## src/include/scpa_pkg.sv

```systemverilog
// Constants for the stack check and program address block.
// Assumes a classic Wishbone master and a CPU datapath driving strobes.
// How it works
// - Stack pointer addresses first free word, grows up
// - Push writes then increments; pop decrements then reads
// - Call pushes program counter low byte zero-extended
// - Exception push joins status low byte to top
// - Limit unset at reset, bit 0 reads zero
// - Every push address checked against limit; pops check only the floor
// - Push at limit passes, next push traps
// - Stack address below 0800h traps as underflow
// - Table address joins table page above effective address
// - Each table page selects a 32K-word region
// - Table page top bit selects configuration memory
// - Each visibility page selects a 16K-word page
// - Address bit 15 set remaps through visibility page
// - Remap stays in user memory, bit 15 from page
// - Remap read-only, lower word only; table reaches all
// - Word-aligned program addresses force bit 0 zero
// - Table allows unaligned and configuration reads
// - Remap needs visibility enable and address top bit
// - Table writes to configuration memory are refused
package scpa_pkg;
    localparam logic [7:0] SCPA_OFS_SP = 8'h00;
    localparam logic [7:0] SCPA_OFS_LIMIT = 8'h04;
    localparam logic [7:0] SCPA_OFS_TBLPG = 8'h08;
    localparam logic [7:0] SCPA_OFS_PSVPG = 8'h0c;
    localparam logic [7:0] SCPA_OFS_CORE = 8'h10;
    localparam logic [7:0] SCPA_OFS_STAT = 8'h14;
    localparam int SCPA_PSV_BIT = 2;
    localparam int SCPA_CFG_BIT = 7;
    localparam int SCPA_EA_TOP = 15;
    localparam logic [15:0] SCPA_SFR_FLOOR = 16'h0800;
    localparam logic [15:0] SCPA_WORD_STEP = 16'h0002;
    localparam logic [15:0] SCPA_SP_RST = 16'h0800;
    localparam logic [7:0] SCPA_PAGE_RST = 8'h00;
    localparam logic [1:0] SCPA_PUSH_DATA = 2'h0;
    localparam logic [1:0] SCPA_PUSH_CALL = 2'h1;
    localparam logic [1:0] SCPA_PUSH_EXC = 2'h2;
endpackage

```

## src/rtl/scpa_top.sv

```systemverilog
// Stack pointer checking and program space address forming.
// Assumes push, pop and address requests are single-cycle strobes
// synchronous to clk_i, and a classic Wishbone master for registers.
//
// The Wishbone slave port and the address map were left to the implementer.
`timescale 1ns/1ps
`default_nettype none
module scpa_top
    import scpa_pkg::*;
(
    input wire logic clk_i,
    input wire logic rst_i,
    input wire logic wb_cyc_i,
    input wire logic wb_stb_i,
    input wire logic wb_we_i,
    input wire logic [7:0] wb_adr_i,
    input wire logic [3:0] wb_sel_i,
    input wire logic [31:0] wb_dat_i,
    output logic [31:0] wb_dat_o,
    output logic wb_ack_o,
    input wire logic push_i,
    input wire logic [1:0] push_kind_i,
    input wire logic [15:0] push_data_i,
    input wire logic [7:0] status_low_byte_i,
    input wire logic pop_i,
    output logic mem_we_o,
    output logic mem_re_o,
    output logic [15:0] mem_addr_o,
    output logic [15:0] mem_wdata_o,
    output logic stack_err_trap_o,
    input wire logic pa_req_i,
    input wire logic pa_table_i,
    input wire logic pa_write_i,
    input wire logic pa_word_i,
    input wire logic [15:0] pa_ea_i,
    output logic pa_valid_o,
    output logic [23:0] pa_addr_o,
    output logic pa_cfg_o,
    output logic pa_refuse_o,
    output logic pa_lsw_only_o
);
    typedef struct packed {
        logic [15:0] sp;
        logic [15:0] limit;
        logic [7:0] tblpg;
        logic [7:0] psvpg;
        logic psv_en;
        logic ovf;
        logic unf;
        logic ack;
        logic [31:0] rdata;
        logic mem_we;
        logic mem_re;
        logic [15:0] mem_addr;
        logic [15:0] mem_wdata;
        logic trap;
        logic pa_valid;
        logic [23:0] pa_addr;
        logic pa_cfg;
        logic pa_refuse;
        logic pa_lsw;
    } scpa_state_t;

    scpa_state_t state_reg;
    scpa_state_t state_next;
    logic bus_req;
    logic bus_wr;
    logic [15:0] wr_lo;
    logic [15:0] sp_dec;
    logic push_ovf;
    logic push_unf;
    logic pop_unf;
    logic [15:0] push_word;
    logic psv_hit;

    assign bus_req = wb_cyc_i && wb_stb_i && !state_reg.ack;
    assign bus_wr = bus_req && wb_we_i;
    assign sp_dec = state_reg.sp - SCPA_WORD_STEP;
    // At-limit push is legal; only a pointer past the limit traps as overflow
    assign push_ovf = state_reg.sp > state_reg.limit;
    assign push_unf = state_reg.sp < SCPA_SFR_FLOOR;
    // Checked before the decrement so a pointer near zero cannot wrap past
    assign pop_unf = state_reg.sp < SCPA_SFR_FLOOR + SCPA_WORD_STEP;
    assign psv_hit = state_reg.psv_en && pa_ea_i[SCPA_EA_TOP];

    always_comb
    begin
        // Byte lanes merge into the low half only
        wr_lo = state_reg.sp;
        if (wb_adr_i == SCPA_OFS_LIMIT)
        begin
            wr_lo = state_reg.limit;
        end
        if (wb_sel_i[0])
        begin
            wr_lo[7:0] = wb_dat_i[7:0];
        end
        if (wb_sel_i[1])
        begin
            wr_lo[15:8] = wb_dat_i[15:8];
        end
    end

    always_comb
    begin
        case (push_kind_i)
            SCPA_PUSH_CALL: push_word = {8'h00, push_data_i[7:0]};
            SCPA_PUSH_EXC:
                push_word = {status_low_byte_i, push_data_i[7:0]};
            default: push_word = push_data_i;
        endcase
    end

    always_comb
    begin
        state_next = state_reg;
        state_next.ack = bus_req;
        state_next.mem_we = 1'b0;
        state_next.mem_re = 1'b0;
        state_next.trap = 1'b0;
        state_next.pa_valid = 1'b0;
        // Read path
        if (bus_req && !wb_we_i)
        begin
            if (wb_adr_i == SCPA_OFS_SP)
            begin
                state_next.rdata = {16'h0000, state_reg.sp};
            end
            else if (wb_adr_i == SCPA_OFS_LIMIT)
            begin
                state_next.rdata = {16'h0000, state_reg.limit};
            end
            else if (wb_adr_i == SCPA_OFS_TBLPG)
            begin
                state_next.rdata = {24'h000000, state_reg.tblpg};
            end
            else if (wb_adr_i == SCPA_OFS_PSVPG)
            begin
                state_next.rdata = {24'h000000, state_reg.psvpg};
            end
            else if (wb_adr_i == SCPA_OFS_CORE)
            begin
                state_next.rdata = 32'h00000000;
                state_next.rdata[SCPA_PSV_BIT] = state_reg.psv_en;
            end
            else if (wb_adr_i == SCPA_OFS_STAT)
            begin
                state_next.rdata = {30'h0, state_reg.unf, state_reg.ovf};
            end
            else
            begin
                state_next.rdata = 32'h00000000;
            end
        end
        // Write path
        if (bus_wr)
        begin
            if (wb_adr_i == SCPA_OFS_SP)
            begin
                state_next.sp = {wr_lo[15:1], 1'b0};
            end
            else if (wb_adr_i == SCPA_OFS_LIMIT)
            begin
                state_next.limit = {wr_lo[15:1], 1'b0};
            end
            else if (wb_adr_i == SCPA_OFS_TBLPG && wb_sel_i[0])
            begin
                state_next.tblpg = wb_dat_i[7:0];
            end
            else if (wb_adr_i == SCPA_OFS_PSVPG && wb_sel_i[0])
            begin
                state_next.psvpg = wb_dat_i[7:0];
            end
            else if (wb_adr_i == SCPA_OFS_CORE && wb_sel_i[0])
            begin
                state_next.psv_en = wb_dat_i[SCPA_PSV_BIT];
            end
            else if (wb_adr_i == SCPA_OFS_STAT && wb_sel_i[0])
            begin
                // Write one to clear; a same-cycle error still sets
                state_next.ovf = state_reg.ovf && !wb_dat_i[0];
                state_next.unf = state_reg.unf && !wb_dat_i[1];
            end
        end
        // Untrapped stack ops override a same-cycle bus write of the pointer
        if (push_i)
        begin
            if (push_ovf || push_unf)
            begin
                state_next.trap = 1'b1;
                state_next.ovf = state_next.ovf || push_ovf;
                state_next.unf = state_next.unf || push_unf;
            end
            else
            begin
                state_next.mem_we = 1'b1;
                state_next.mem_addr = state_reg.sp;
                state_next.mem_wdata = push_word;
                state_next.sp = state_reg.sp + SCPA_WORD_STEP;
            end
        end
        else if (pop_i)
        begin
            if (pop_unf)
            begin
                state_next.trap = 1'b1;
                state_next.unf = 1'b1;
            end
            else
            begin
                state_next.mem_re = 1'b1;
                state_next.mem_addr = sp_dec;
                state_next.sp = sp_dec;
            end
        end
        // Program space addressing
        if (pa_req_i && pa_table_i)
        begin
            state_next.pa_valid = 1'b1;
            state_next.pa_addr = {state_reg.tblpg, pa_ea_i};
            if (pa_word_i)
            begin
                state_next.pa_addr[0] = 1'b0;
            end
            // Byte accesses keep bit 0 so every byte is reachable
            state_next.pa_cfg = state_reg.tblpg[SCPA_CFG_BIT];
            state_next.pa_refuse = pa_write_i
                && state_reg.tblpg[SCPA_CFG_BIT];
            state_next.pa_lsw = 1'b0;
        end
        else if (pa_req_i && psv_hit)
        begin
            state_next.pa_valid = 1'b1;
            // Page bit 0 lands on address bit 15
            state_next.pa_addr = {1'b0, state_reg.psvpg,
                pa_ea_i[14:1], 1'b0};
            state_next.pa_cfg = 1'b0;
            state_next.pa_refuse = pa_write_i;
            state_next.pa_lsw = 1'b1;
        end
    end

    always_ff @(posedge clk_i)
    begin
        if (rst_i)
        begin
            state_reg <= '0;
            state_reg.sp <= SCPA_SP_RST;
            state_reg.tblpg <= SCPA_PAGE_RST;
            state_reg.psvpg <= SCPA_PAGE_RST;
            // Limit upper bits keep their value; bit 0 always reads zero
            state_reg.limit <= {state_reg.limit[15:1], 1'b0};
        end
        else
        begin
            state_reg <= state_next;
        end
    end

    assign wb_ack_o = state_reg.ack;
    assign wb_dat_o = state_reg.rdata;
    assign mem_we_o = state_reg.mem_we;
    assign mem_re_o = state_reg.mem_re;
    assign mem_addr_o = state_reg.mem_addr;
    assign mem_wdata_o = state_reg.mem_wdata;
    assign stack_err_trap_o = state_reg.trap;
    assign pa_valid_o = state_reg.pa_valid;
    assign pa_addr_o = state_reg.pa_addr;
    assign pa_cfg_o = state_reg.pa_cfg;
    assign pa_refuse_o = state_reg.pa_refuse;
    assign pa_lsw_only_o = state_reg.pa_lsw;
endmodule
`default_nettype wire

```

## config.mk

```make
export PLATFORM = sky130hd
export DESIGN_NAME = scpa_top
export DESIGN_NICKNAME = d
export VERILOG_FILES = /design/src/include/scpa_pkg.sv /design/src/rtl/scpa_top.sv
export SDC_FILE = /design/constraint.sdc
export NUM_CORES = 1
export LEC_CHECK = 0
export BUFFER_PORTS_ARGS = -buffer_cell sky130_fd_sc_hd__buf_2
export CORE_MARGIN = 1.5
export CORE_UTILIZATION = 58
export DETAILED_ROUTE_END_ITERATION = 8
export PLACE_DENSITY = 0.95
export SLEW_MARGIN = 20
export SYNTH_ARGS = -nofsm -noshare
export SYNTH_HDL_FRONTEND = slang
export SYNTH_SLANG_ARGS = --single-unit
```

## constraint.sdc

```tcl
create_clock -name clk_i -period 7.8 [get_ports clk_i]
set_input_delay 1.56 -clock clk_i [delete_from_list [all_inputs] [get_ports clk_i]]
set_output_delay 1.56 -clock clk_i [all_outputs]
set_load 0.05 [all_outputs]
```

==> results of run 1 <==
per-stage QoR:
stage / area (um^2) / utilization
2_1_floorplan: 7412 / -
3_3_place_gp: 7493 / 0.6136
3_5_place_dp: 7493 / 0.6136
4_1_cts: 8078 / 0.6615
5_1_grt: 8083 / 0.6619
6_report: 8083 / 0.6619
metal layers:
layer	global-route usage	vias up	part of all wire
met5	0	-	0
met3	0.07061	63	0.092
met2	0.4631	410	0.48
met4	0.1317	0	0.032
met1	0.3375	3054	0.39
li1	-	3143	-
layout by cell type, fill, tap and decap left out, types with 4 or more instances in the layout:
master	synthesis	routed
sky130_fd_sc_hd__nor2_1	83	81
sky130_fd_sc_hd__a311oi_1	9	9
sky130_fd_sc_hd__nand2_1	123	123
sky130_fd_sc_hd__or3_1	5	5
sky130_fd_sc_hd__and3_1	8	8
sky130_fd_sc_hd__o21ai_2	4	4
sky130_fd_sc_hd__conb_1	1	16
sky130_fd_sc_hd__buf_4	91	6
sky130_fd_sc_hd__nand3_1	14	14
sky130_fd_sc_hd__a211oi_1	4	4
sky130_fd_sc_hd__mux2i_1	38	38
sky130_fd_sc_hd__a21oi_1	77	77
sky130_fd_sc_hd__nor2b_1	5	5
sky130_fd_sc_hd__o21ai_0	53	53
sky130_fd_sc_hd__ha_1	18	18
sky130_fd_sc_hd__a31oi_1	8	8
sky130_fd_sc_hd__nor3_1	15	15
sky130_fd_sc_hd__dfxtp_1	114	114
sky130_fd_sc_hd__edfxtp_1	15	15
sky130_fd_sc_hd__clkbuf_16	0	17
sky130_fd_sc_hd__a22oi_1	15	15
sky130_fd_sc_hd__nand4_1	7	7
sky130_fd_sc_hd__a221oi_1	14	14
sky130_fd_sc_hd__inv_1	22	22
sky130_fd_sc_hd__nor4_1	7	7
sky130_fd_sc_hd__clkbuf_1	48	7
sky130_fd_sc_hd__o31ai_1	6	6
sky130_fd_sc_hd__o21ai_1	13	13
sky130_fd_sc_hd__buf_2	3	158
sky130_fd_sc_hd__nor3_2	4	4
critical path, delay by kind of cell:
kind / cells / cell delay (ns)
simple gates: 5 / 2.00
compound gates: 1 / 0.26
buf+inv: 1 / 0.10
mux: 1 / 0.34
final timing paths:
check | cells past startpoint | from | endpoint | slack, ns
worst max-delay path | 8 | wb_adr_i[7] | state_reg[136]$_SDFF_PP0_ | 3.82
worst min-delay path | 2 | pa_addr_o[14]$_SDFFE_PP0P_ | pa_addr_o[14]$_SDFFE_PP0P_ | 0.45
worst max register to register | 8 | state_reg[136]$_SDFF_PP0_ | state_reg[139]$_SDFF_PP0_ | 4.40
worst min register to register | 2 | pa_addr_o[14]$_SDFFE_PP0P_ | pa_addr_o[14]$_SDFFE_PP0P_ | 0.45
cell families (layout without fill, tap and decap cells):
kind of cell	Yosys count	after routing	share of synthesized area
multiplexers	45	45	0.06446
AND/OR/NAND/NOR	296	296	0.1883
other	1	16	0.0005098
XOR/XNOR	5	5	0.005954
buffers and inverters	173	218	0.1424
flip-flops	129	129	0.3715
adder cells (fa/ha/maj)	18	18	0.03062
AO/OA/AOI/OAI	227	227	0.1963
power by group through the flow:
stage               combinational, uW  sequential [uW]  clock (uW)
finish                            766              855         797
CTS                               756              848         802
global placement                  726              855           0
global route                      823              865         828
detailed placement                744              860           0
floorplan                         696              806           0
area by class of cell:
class / instances / area (um^2)
clock inverters: 6 / 105.1
well taps: 168 / 210.2
repair buffers: 164 / 835.8
inverters: 22 / 82.58
clock buffers: 26 / 479.2
flip-flops and latches: 129 / 2733
fillers: 969 / 4129
multi-input cells: 607 / 3637
==> flow_summary_export.csv, run 1 <==
group,metric,value,unit
sta,final_hold_viol_count,0,
layout,antenna_cells_inserted,0,
worst_setup_path,crit_required,8.08,ns
placement,place_worst_setup_slack,3.484,ns
synth,syn-instance-count,894,
layout,largest_reg_flops,50,
synth,yosysWarnings,0,
worst_setup_path,worst-path-max-fanout,12,
sta,grt_setup_unrepaired,"no",
worst_setup_path,critical_path.endpoint_type,"flip-flop",
clocking,cts.repair_timing.setup_buffer_count,0,
sta,max_slew_margin,0.4098,
synth,synth_commonest_cells,"123 x sky130_fd_sc_hd__nand2_1, 114 x sky130_fd_sc_hd__dfxtp_1, 91 x sky130_fd_sc_hd__buf_4, 83 x sky130_fd_sc_hd__nor2_1, 77 x sky130_fd_sc_hd__a21oi_1",
worst_setup_path,cp_cell_sequence,"buf_2 > or4_4 > nor4b_4 > and3_1 > nand2_2 > mux2_4 > a221oi_2 > nor3_2",
floorplan,io_pins,193,
sta,layout_setup_ws,3.822,ns
synth,seq_area_frac_synth,0.3715,
layout,layout-drive-gt1-share,0.2338,
placement,routabilityCongestion,0.8842,
global_route,grt_max_degree,83,
global_route,grt_remaining_overflow,0,
synth,synth-async-reset-ratio,0,
worst_setup_path,critical_path.slowest_cell,"sky130_fd_sc_hd__nor4b_4",
global_route,grtUsageTotal,0.2778,
floorplan,chipWidth,115.6,um
sta,final.setup_skew,0.006192,ns
worst_setup_path,critical_path.startpoint_type,"input port",
placement,place.port_buffers,158,
sta,timing.final.setup_violations,0,
drt,route.detailed.drc,0,
floorplan,die_y,115.6,um
drt,detail_route.vias_per_cell,5.945,
drt,drtPass1Iterations,6,
drt,antenna_viol_nets_final,0,
synth,synth_top_flop_cell,"sky130_fd_sc_hd__dfxtp_1",
synth,ys_top_cells_by_area,"sky130_fd_sc_hd__dfxtp_1 31%, sky130_fd_sc_hd__buf_4 9.3%, sky130_fd_sc_hd__nand2_1 6.3%, sky130_fd_sc_hd__edfxtp_1 6.1%, sky130_fd_sc_hd__a21oi_1 5.2%",
power,power,2419,uW
sta,whs,0.4474,ns
synth,edff_count_synth,15,
sta,tightest_slew,0.8832,ns
floorplan,die_area,0.01337,mm^2
layout,finalNetCount,1056,
floorplan,core_area,0.01221,mm^2
power,p_per_area,299.2,mW/mm^2
placement,place.detailed.hpwl,12.76,mm
worst_setup_path,worst_path_largest_cell_delay,0.64,ns
global_route,initial_antenna_violation_count,0,
flow_run,drv_cap,0,
clocking,tritoncts.num_buffers,17,
synth,synthDominantAreaCellType,"sky130_fd_sc_hd__dfxtp_1",
sta,timing.final.crit_share,0.5100,
synth,postSynthRegisterBits,129,
outcome,run_status,"completed",
sta,maxSlewViolCount,0,
worst_setup_path,timing_worst_setup_path_type,"in2reg",
power,comb_power_share,0.317,
power,swShare,0.3792,
synth,post_syn_area_per_cell,8.228,um^2
power,cellLeakagePower,0.003523,uW
power,power_frac_seq,0.353,
clocking,cts_hold_buf,0,
global_route,first_global_vias,5981,
layout,final_non_filler_cell_total,1122,
drt,detail_route.wl_per_cell,16.65,um
sta,achievable-frequency,0.2514,GHz
global_route,grt_first_pass_wirelength,29.10,mm
power,worst_ir_drop_vdd,0.0001974,V
sta,final_period_minus_worst_setup_slack,3.978,ns
sta,fin_tns_setup,0,ns
min_path,hold_class,"reg2reg",
floorplan,fp-row-count,40,
synth,yosys.area.top_type_share,0.3103,
drt,first_iter_violations,1024,
synth,synthesis.area,0.007356,mm^2
synth,yosys.cell_count.top_type,"sky130_fd_sc_hd__nand2_1",
clocking,cts_tree,"done",
clocking,cts.repair.resized,0,
clocking,root_buffer_master,"sky130_fd_sc_hd__clkbuf_16",
placement,place.detailed.instances,1090,
power,clkPwrFrac,0.330,
clocking,clock_latency,0.42,ns
clocking,clkSinkCount,129,
drt,vias,6670,
clocking,cts_buffer_depth,2,
drt,wl,18.68,mm
synth,synth_cell_type_count,70,
floorplan,initial_standard_cell_utilization_of_the_core,0.6024,
worst_setup_path,cp.arrival,4.26,ns
clocking,clkTransAtPathRegs,0.06,ns
clocking,cts_htree_levels,4,
power,net-switching-power,917.2,uW
layout,synthToLayoutAreaGrowth,9.883,%
power,internal-power,1501,uW
No activity file was read; power rests on OpenSTA's default activity.
==> run 2, diff against run 1 <==
- CORE_UTILIZATION: 58 -> 48
- PLACE_DENSITY: 0.95 -> 0.88
- clock period: 7.8 -> 3.5 ns (I/O delays scaled with it)
==> run 2 against run 1 <==
  * Sequential power is 110% higher
  * First-iteration DRC count is 30% lower
  * Final cell count is 3.6% higher
  * Flip-flop and latch count is the same
  * Highest routed layer unchanged
  * Combinational power rose by 150%
==> flow_summary_export.csv, run 2 (synthesis results as in run 1) <==
group,metric,value,unit
sta,maxSlewViolCount,0,
layout,layout_commonest_cell,"sky130_fd_sc_hd__buf_2",
floorplan,fp-row-count,45,
worst_setup_path,regToRegSetupSlack,0.46,ns
worst_setup_path,cp_cell_sequence,"or4_4 > o41a_1 > o21a_4 > a21oi_4 > o21ai_1 > a221oi_2",
clocking,cts.repair.resized,0,
flow_run,drv_cap,0,
placement,place_worst_setup_slack,0.4172,ns
clocking,cts_hold_buf,0,
drt,detail_route.vias_per_cell,5.740,
sta,final_hold_viol_count,0,
worst_setup_path,critical_path.startpoint_type,"flip-flop",
worst_setup_path,timing.rr.start,"state_reg[137]$_SDFF_PP0_",
drt,antenna_viol_nets_final,0,
layout,largest_reg_flops,50,
clocking,clock_latency,0.42,ns
global_route,first_global_vias,6146,
worst_setup_path,endpoint,"state_reg[132]$_SDFF_PP0_",
sta,timing.final.crit_share,0.8694,
clocking,clkTransAtPathRegs,0.06,ns
worst_setup_path,cp-startpoint,"state_reg[137]$_SDFF_PP0_",
global_route,initial_antenna_violation_count,0,
worst_setup_path,worst-path-max-fanout,25,
clocking,root_buffer_master,"sky130_fd_sc_hd__clkbuf_16",
sta,tightest_slew,0.8964,ns
clocking,tritoncts.num_buffers,17,
placement,place.detailed.hpwl,13.32,mm
outcome,run_status,"completed",
sta,layout_setup_ws,0.4570,ns
global_route,grt_first_pass_wirelength,30.37,mm
layout,layout-drive-gt1-share,0.2526,
floorplan,die_y,126.8,um
global_route,grt_remaining_overflow,0,
worst_setup_path,ff2ff_path_depth,6,
min_path,hp-start,"pa_addr_o[14]$_SDFFE_PP0P_",
global_route,grt_max_degree,86,
layout,synthToLayoutAreaGrowth,12.21,%
placement,routabilityCongestion,0.9568,
floorplan,core_area,0.01509,mm^2
sta,fin_tns_setup,0,ns
worst_setup_path,crit_required,3.83,ns
worst_setup_path,cp.arrival,3.38,ns
drt,route.detailed.drc,0,
drt,wl,19.12,mm
floorplan,io_pins,193,
worst_setup_path,timing_worst_setup_path_type,"reg2reg",
layout,fillCellCount,1335,
floorplan,die_area,0.01608,mm^2
layout,layout.area.seq,0.002733,mm^2
layout,antenna_cells_inserted,0,
layout,finalNetCount,1076,
power,worst_ir_drop_vdd,0.0003965,V
sta,max_slew_margin,0.4024,
layout,multi_input_comb_area,0.003632,mm^2
sta,achievable-frequency,0.3286,GHz
floorplan,chipWidth,126.8,um
power,p_per_area,652.7,mW/mm^2
clocking,clkSinkCount,129,
drt,vias,6670,
clocking,cts_tree,"done",
floorplan,initial_standard_cell_utilization_of_the_core,0.4875,
worst_setup_path,timing.rr.end,"state_reg[132]$_SDFF_PP0_",
sta,final.setup_skew,0.005593,ns
drt,detail_route.wl_per_cell,16.46,um
worst_setup_path,critical_path.endpoint_type,"flip-flop",
placement,place.port_buffers,158,
drt,drtPass1Iterations,7,
sta,timing.final.setup_violations,0,
clocking,cts_buffer_depth,2,
global_route,grtUsageTotal,0.2370,
min_path,hold_class,"reg2reg",
clocking,cts_htree_levels,4,
clocking,cts.repair_timing.setup_buffer_count,0,
sta,grt_setup_unrepaired,"no",
sta,final_period_minus_worst_setup_slack,3.043,ns
layout,mostFrequentLayoutCells,"158 x sky130_fd_sc_hd__buf_2, 123 x sky130_fd_sc_hd__nand2_1, 114 x sky130_fd_sc_hd__dfxtp_1",
worst_setup_path,worst_path_largest_cell_delay,0.65,ns
drt,first_iter_violations,719,
power,cellLeakagePower,0.003619,uW
worst_setup_path,critical_path.slowest_cell,"sky130_fd_sc_hd__or4_4",
[run 2: cell count changes in the layout (fill, tap and decap cells not counted), sizes merged]
cell and delta:
clkinv +1, inv +1, buf +20, clkbuf -2, clkinvlp +3, bufinv -3
[run 2: routing by layer]
| layer | vias to the layer above | wire length [um] | global-route usage |
|---|---|---|---|
| met5 | - | 0 | 0 |
| met4 | 0 | 602 | 0.1016 |
| met3 | 62 | 1830 | 0.07423 |
| met2 | 377 | 8840 | 0.3828 |
| met1 | 3052 | 7849 | 0.2927 |
| li1 | 3179 | - | - |
[run 2: final cells by class]
cell class,instances,share of cell area
flip-flops and latches,129,0.3311
well taps,188,0.02850
repair buffers,184,0.1210
multi-input cells,607,0.4400
clock inverters,8,0.005912
clock buffers,24,0.06351
inverters,22,0.01000
[run 2: stage by stage]
step	total power, uW	hold WS, ns	cells	instance area [um^2]	util
floorplan	3347	0.4322	909	7412	-
global placement	3625	0.4355	1130	7681	0.5090
detailed placement	3672	0.4421	1130	7681	0.5090
CTS	5374	0.4494	1162	8254	0.5470
global route	5635	0.4620	1162	8254	0.5470
finish	5388	0.4451	1162	8254	0.5470
[run 2: critical path: cells and delay by family (launching register included)]
family          cells  cell delay (ns)
compound gates      5             1.83
simple gates        1             0.65
flops               1             0.47
[run 2: how the worst min path moves through the flow]
stage,end,slack [ns],cells past startpoint
2_1_floorplan,pa_addr_o[10]$_SDFFE_PP0P_,0.43,2
3_3_place_gp,pa_addr_o[9]$_SDFFE_PP0P_,0.44,2
3_5_place_dp,mem_addr_o[13]$_SDFFE_PP0P_,0.44,2
4_1_cts,pa_addr_o[14]$_SDFFE_PP0P_,0.45,2
5_1_grt,pa_addr_o[4]$_SDFFE_PP0P_,0.46,2
6_report,pa_addr_o[14]$_SDFFE_PP0P_,0.45,2
[run 2: power breakdown]
group	leakage (uW)	internal, uW	switching, uW
logic	0.00227	599	1280
registers	0.00107	1660	158
clock network	0.000279	1040	652
==> run 3, diff against run 2 <==
- PLACE_DENSITY: 0.88 -> not set
- PLACE_DENSITY_LB_ADDON: not set -> 0.2
==> run 3 against run 2 <==
  * Combinational power rose by 2%
  * Final cell count rose by 0.43%
  * Clock-buffer cell count fell by 3
  * Flip-flop and latch count did not move
  * Sequential power fell by 3%
  * Critical path type unchanged
  * First-iteration DRC count fell by 30%
  * Wire length fell by 4.9%
  * Non-clock buffer count rose by 5
  * Clock skew rose by 0.00078 ns
==> flow_summary_export.csv, run 3 (synthesis results as in run 1) <==
group,metric,value,unit
placement,place.detailed.hpwl,13.09,mm
sta,final.setup_skew,0.006369,ns
worst_setup_path,critical_path.startpoint_type,"flip-flop",
placement,place.port_buffers,158,
sta,final_period_minus_worst_setup_slack,2.960,ns
drt,antenna_viol_nets_final,0,
flow_run,drv_cap,0,
worst_setup_path,critical_path.endpoint_type,"flip-flop",
drt,wl,18.18,mm
layout,synthToLayoutAreaGrowth,12.91,%
floorplan,die_area,0.01608,mm^2
floorplan,io_pins,193,
sta,whs,0.4508,ns
layout,mostFrequentLayoutCells,"157 x sky130_fd_sc_hd__buf_2, 123 x sky130_fd_sc_hd__nand2_1, 114 x sky130_fd_sc_hd__dfxtp_1",
power,cellLeakagePower,0.003652,uW
layout,antenna_cells_inserted,0,
worst_setup_path,cp.arrival,3.29,ns
clocking,cts_hold_buf,0,
sta,timing.final.setup_violations,0,
clocking,clock_latency,0.42,ns
global_route,grt_remaining_overflow,0,
outcome,run_status,"completed",
global_route,grt_first_pass_wirelength,29.47,mm
min_path,hold_class,"reg2reg",
drt,route.detailed.drc,0,
floorplan,chipWidth,126.8,um
clocking,cts.repair.resized,0,
sta,grt_setup_unrepaired,"no",
sta,maxSlewViolCount,0,
layout,layout-drive-gt1-share,0.2584,
sta,max_slew_margin,0.3296,
floorplan,fp-row-count,45,
drt,drtPass1Iterations,5,
clocking,cts_buffer_depth,2,
layout,layout_commonest_cell,"sky130_fd_sc_hd__buf_2",
power,worst_ir_drop_vdd,0.0003709,V
worst_setup_path,ff2ff_path_depth,6,
clocking,cts.repair_timing.setup_buffer_count,0,
power,power,5401,uW
floorplan,initial_standard_cell_utilization_of_the_core,0.4875,
sta,final_hold_viol_count,0,
worst_setup_path,regToRegSetupSlack,0.54,ns
global_route,initial_antenna_violation_count,0,
placement,routabilityCongestion,0.8699,
drt,detail_route.vias_per_cell,5.488,
layout,finalNetCount,1081,
floorplan,core_area,0.01509,mm^2
min_path,min_delay_path_depth,2,
clocking,clkTransAtPathRegs,0.06,ns
global_route,grtUsageTotal,0.2274,
global_route,first_global_vias,5772,
clocking,cts_tree,"done",
clocking,tritoncts.num_buffers,17,
layout,largest_reg_flops,50,
drt,vias,6404,
worst_setup_path,worst-path-max-fanout,25,
worst_setup_path,crit_required,3.83,ns
drt,detail_route.wl_per_cell,15.58,um
power,p_per_area,650.3,mW/mm^2
worst_setup_path,timing_worst_setup_path_type,"reg2reg",
floorplan,die_y,126.8,um
clocking,cts_htree_levels,4,
clocking,clkSinkCount,129,
drt,first_iter_violations,503,
global_route,grt_max_degree,95,
clocking,root_buffer_master,"sky130_fd_sc_hd__clkbuf_16",
sta,timing.final.crit_share,0.8457,
sta,fin_tns_setup,0,ns
sta,tightest_slew,1.006,ns
sta,achievable-frequency,0.3378,GHz
## run 3: final timing paths
path,from,endpoint
worst min-delay path,pa_addr_o[1]$_SDFFE_PP0P_,pa_addr_o[1]$_SDFFE_PP0P_
worst max register to register,state_reg[134]$_SDFF_PP0_,state_reg[132]$_SDFF_PP0_
worst max-delay path,state_reg[134]$_SDFF_PP0_,state_reg[132]$_SDFF_PP0_
worst min register to register,pa_addr_o[1]$_SDFFE_PP0P_,pa_addr_o[1]$_SDFFE_PP0P_
## run 3: worst max-delay path, cell delays in order (launching register included)
cell	delay, ns
sky130_fd_sc_hd__dfxtp_1	0.39
sky130_fd_sc_hd__or4_4	0.60
sky130_fd_sc_hd__o41a_1	0.44
sky130_fd_sc_hd__o21a_4	0.31
sky130_fd_sc_hd__a21oi_4	0.63
sky130_fd_sc_hd__o21ai_1	0.20
sky130_fd_sc_hd__a221oi_2	0.30
## run 3: per-layer routing
metal  track usage  up-vias  routed length [um]
met5             0        -                   0
met1        0.3199     2965                8811
met3       0.04808       25                 971
met2        0.3504      210                8088
li1              -     3204                   -
met4       0.07152        0                 309
## run 3: power by group
part	internal, uW	switching (uW)	leakage [uW]
Sequential	1660	96.4	0.00107
Clock	1020	699	0.000282
Combinational	608	1320	0.00230
## run 3: layout make-up
class                      instances  area, um^2
clock buffer                      21       493.0
sequential                       129        2733
inverter                          22       82.58
tap                              188       235.2
fill                            1474        6784
multi-input combinational        607        3636
timing repair buffer             189        1039
clock inverter                    11       87.58
## run 3: metrics by stage
step	util	instances	instance area, um^2	setup slack, ns
2_1_floorplan	-	909	7412	0.3885
3_3_place_gp	0.5119	1135	7725	0.4562
3_5_place_dp	0.5119	1135	7725	0.4181
4_1_cts	0.5504	1167	8305	0.5540
5_1_grt	0.5504	1167	8305	0.4452
6_report	0.5504	1167	8305	0.5399
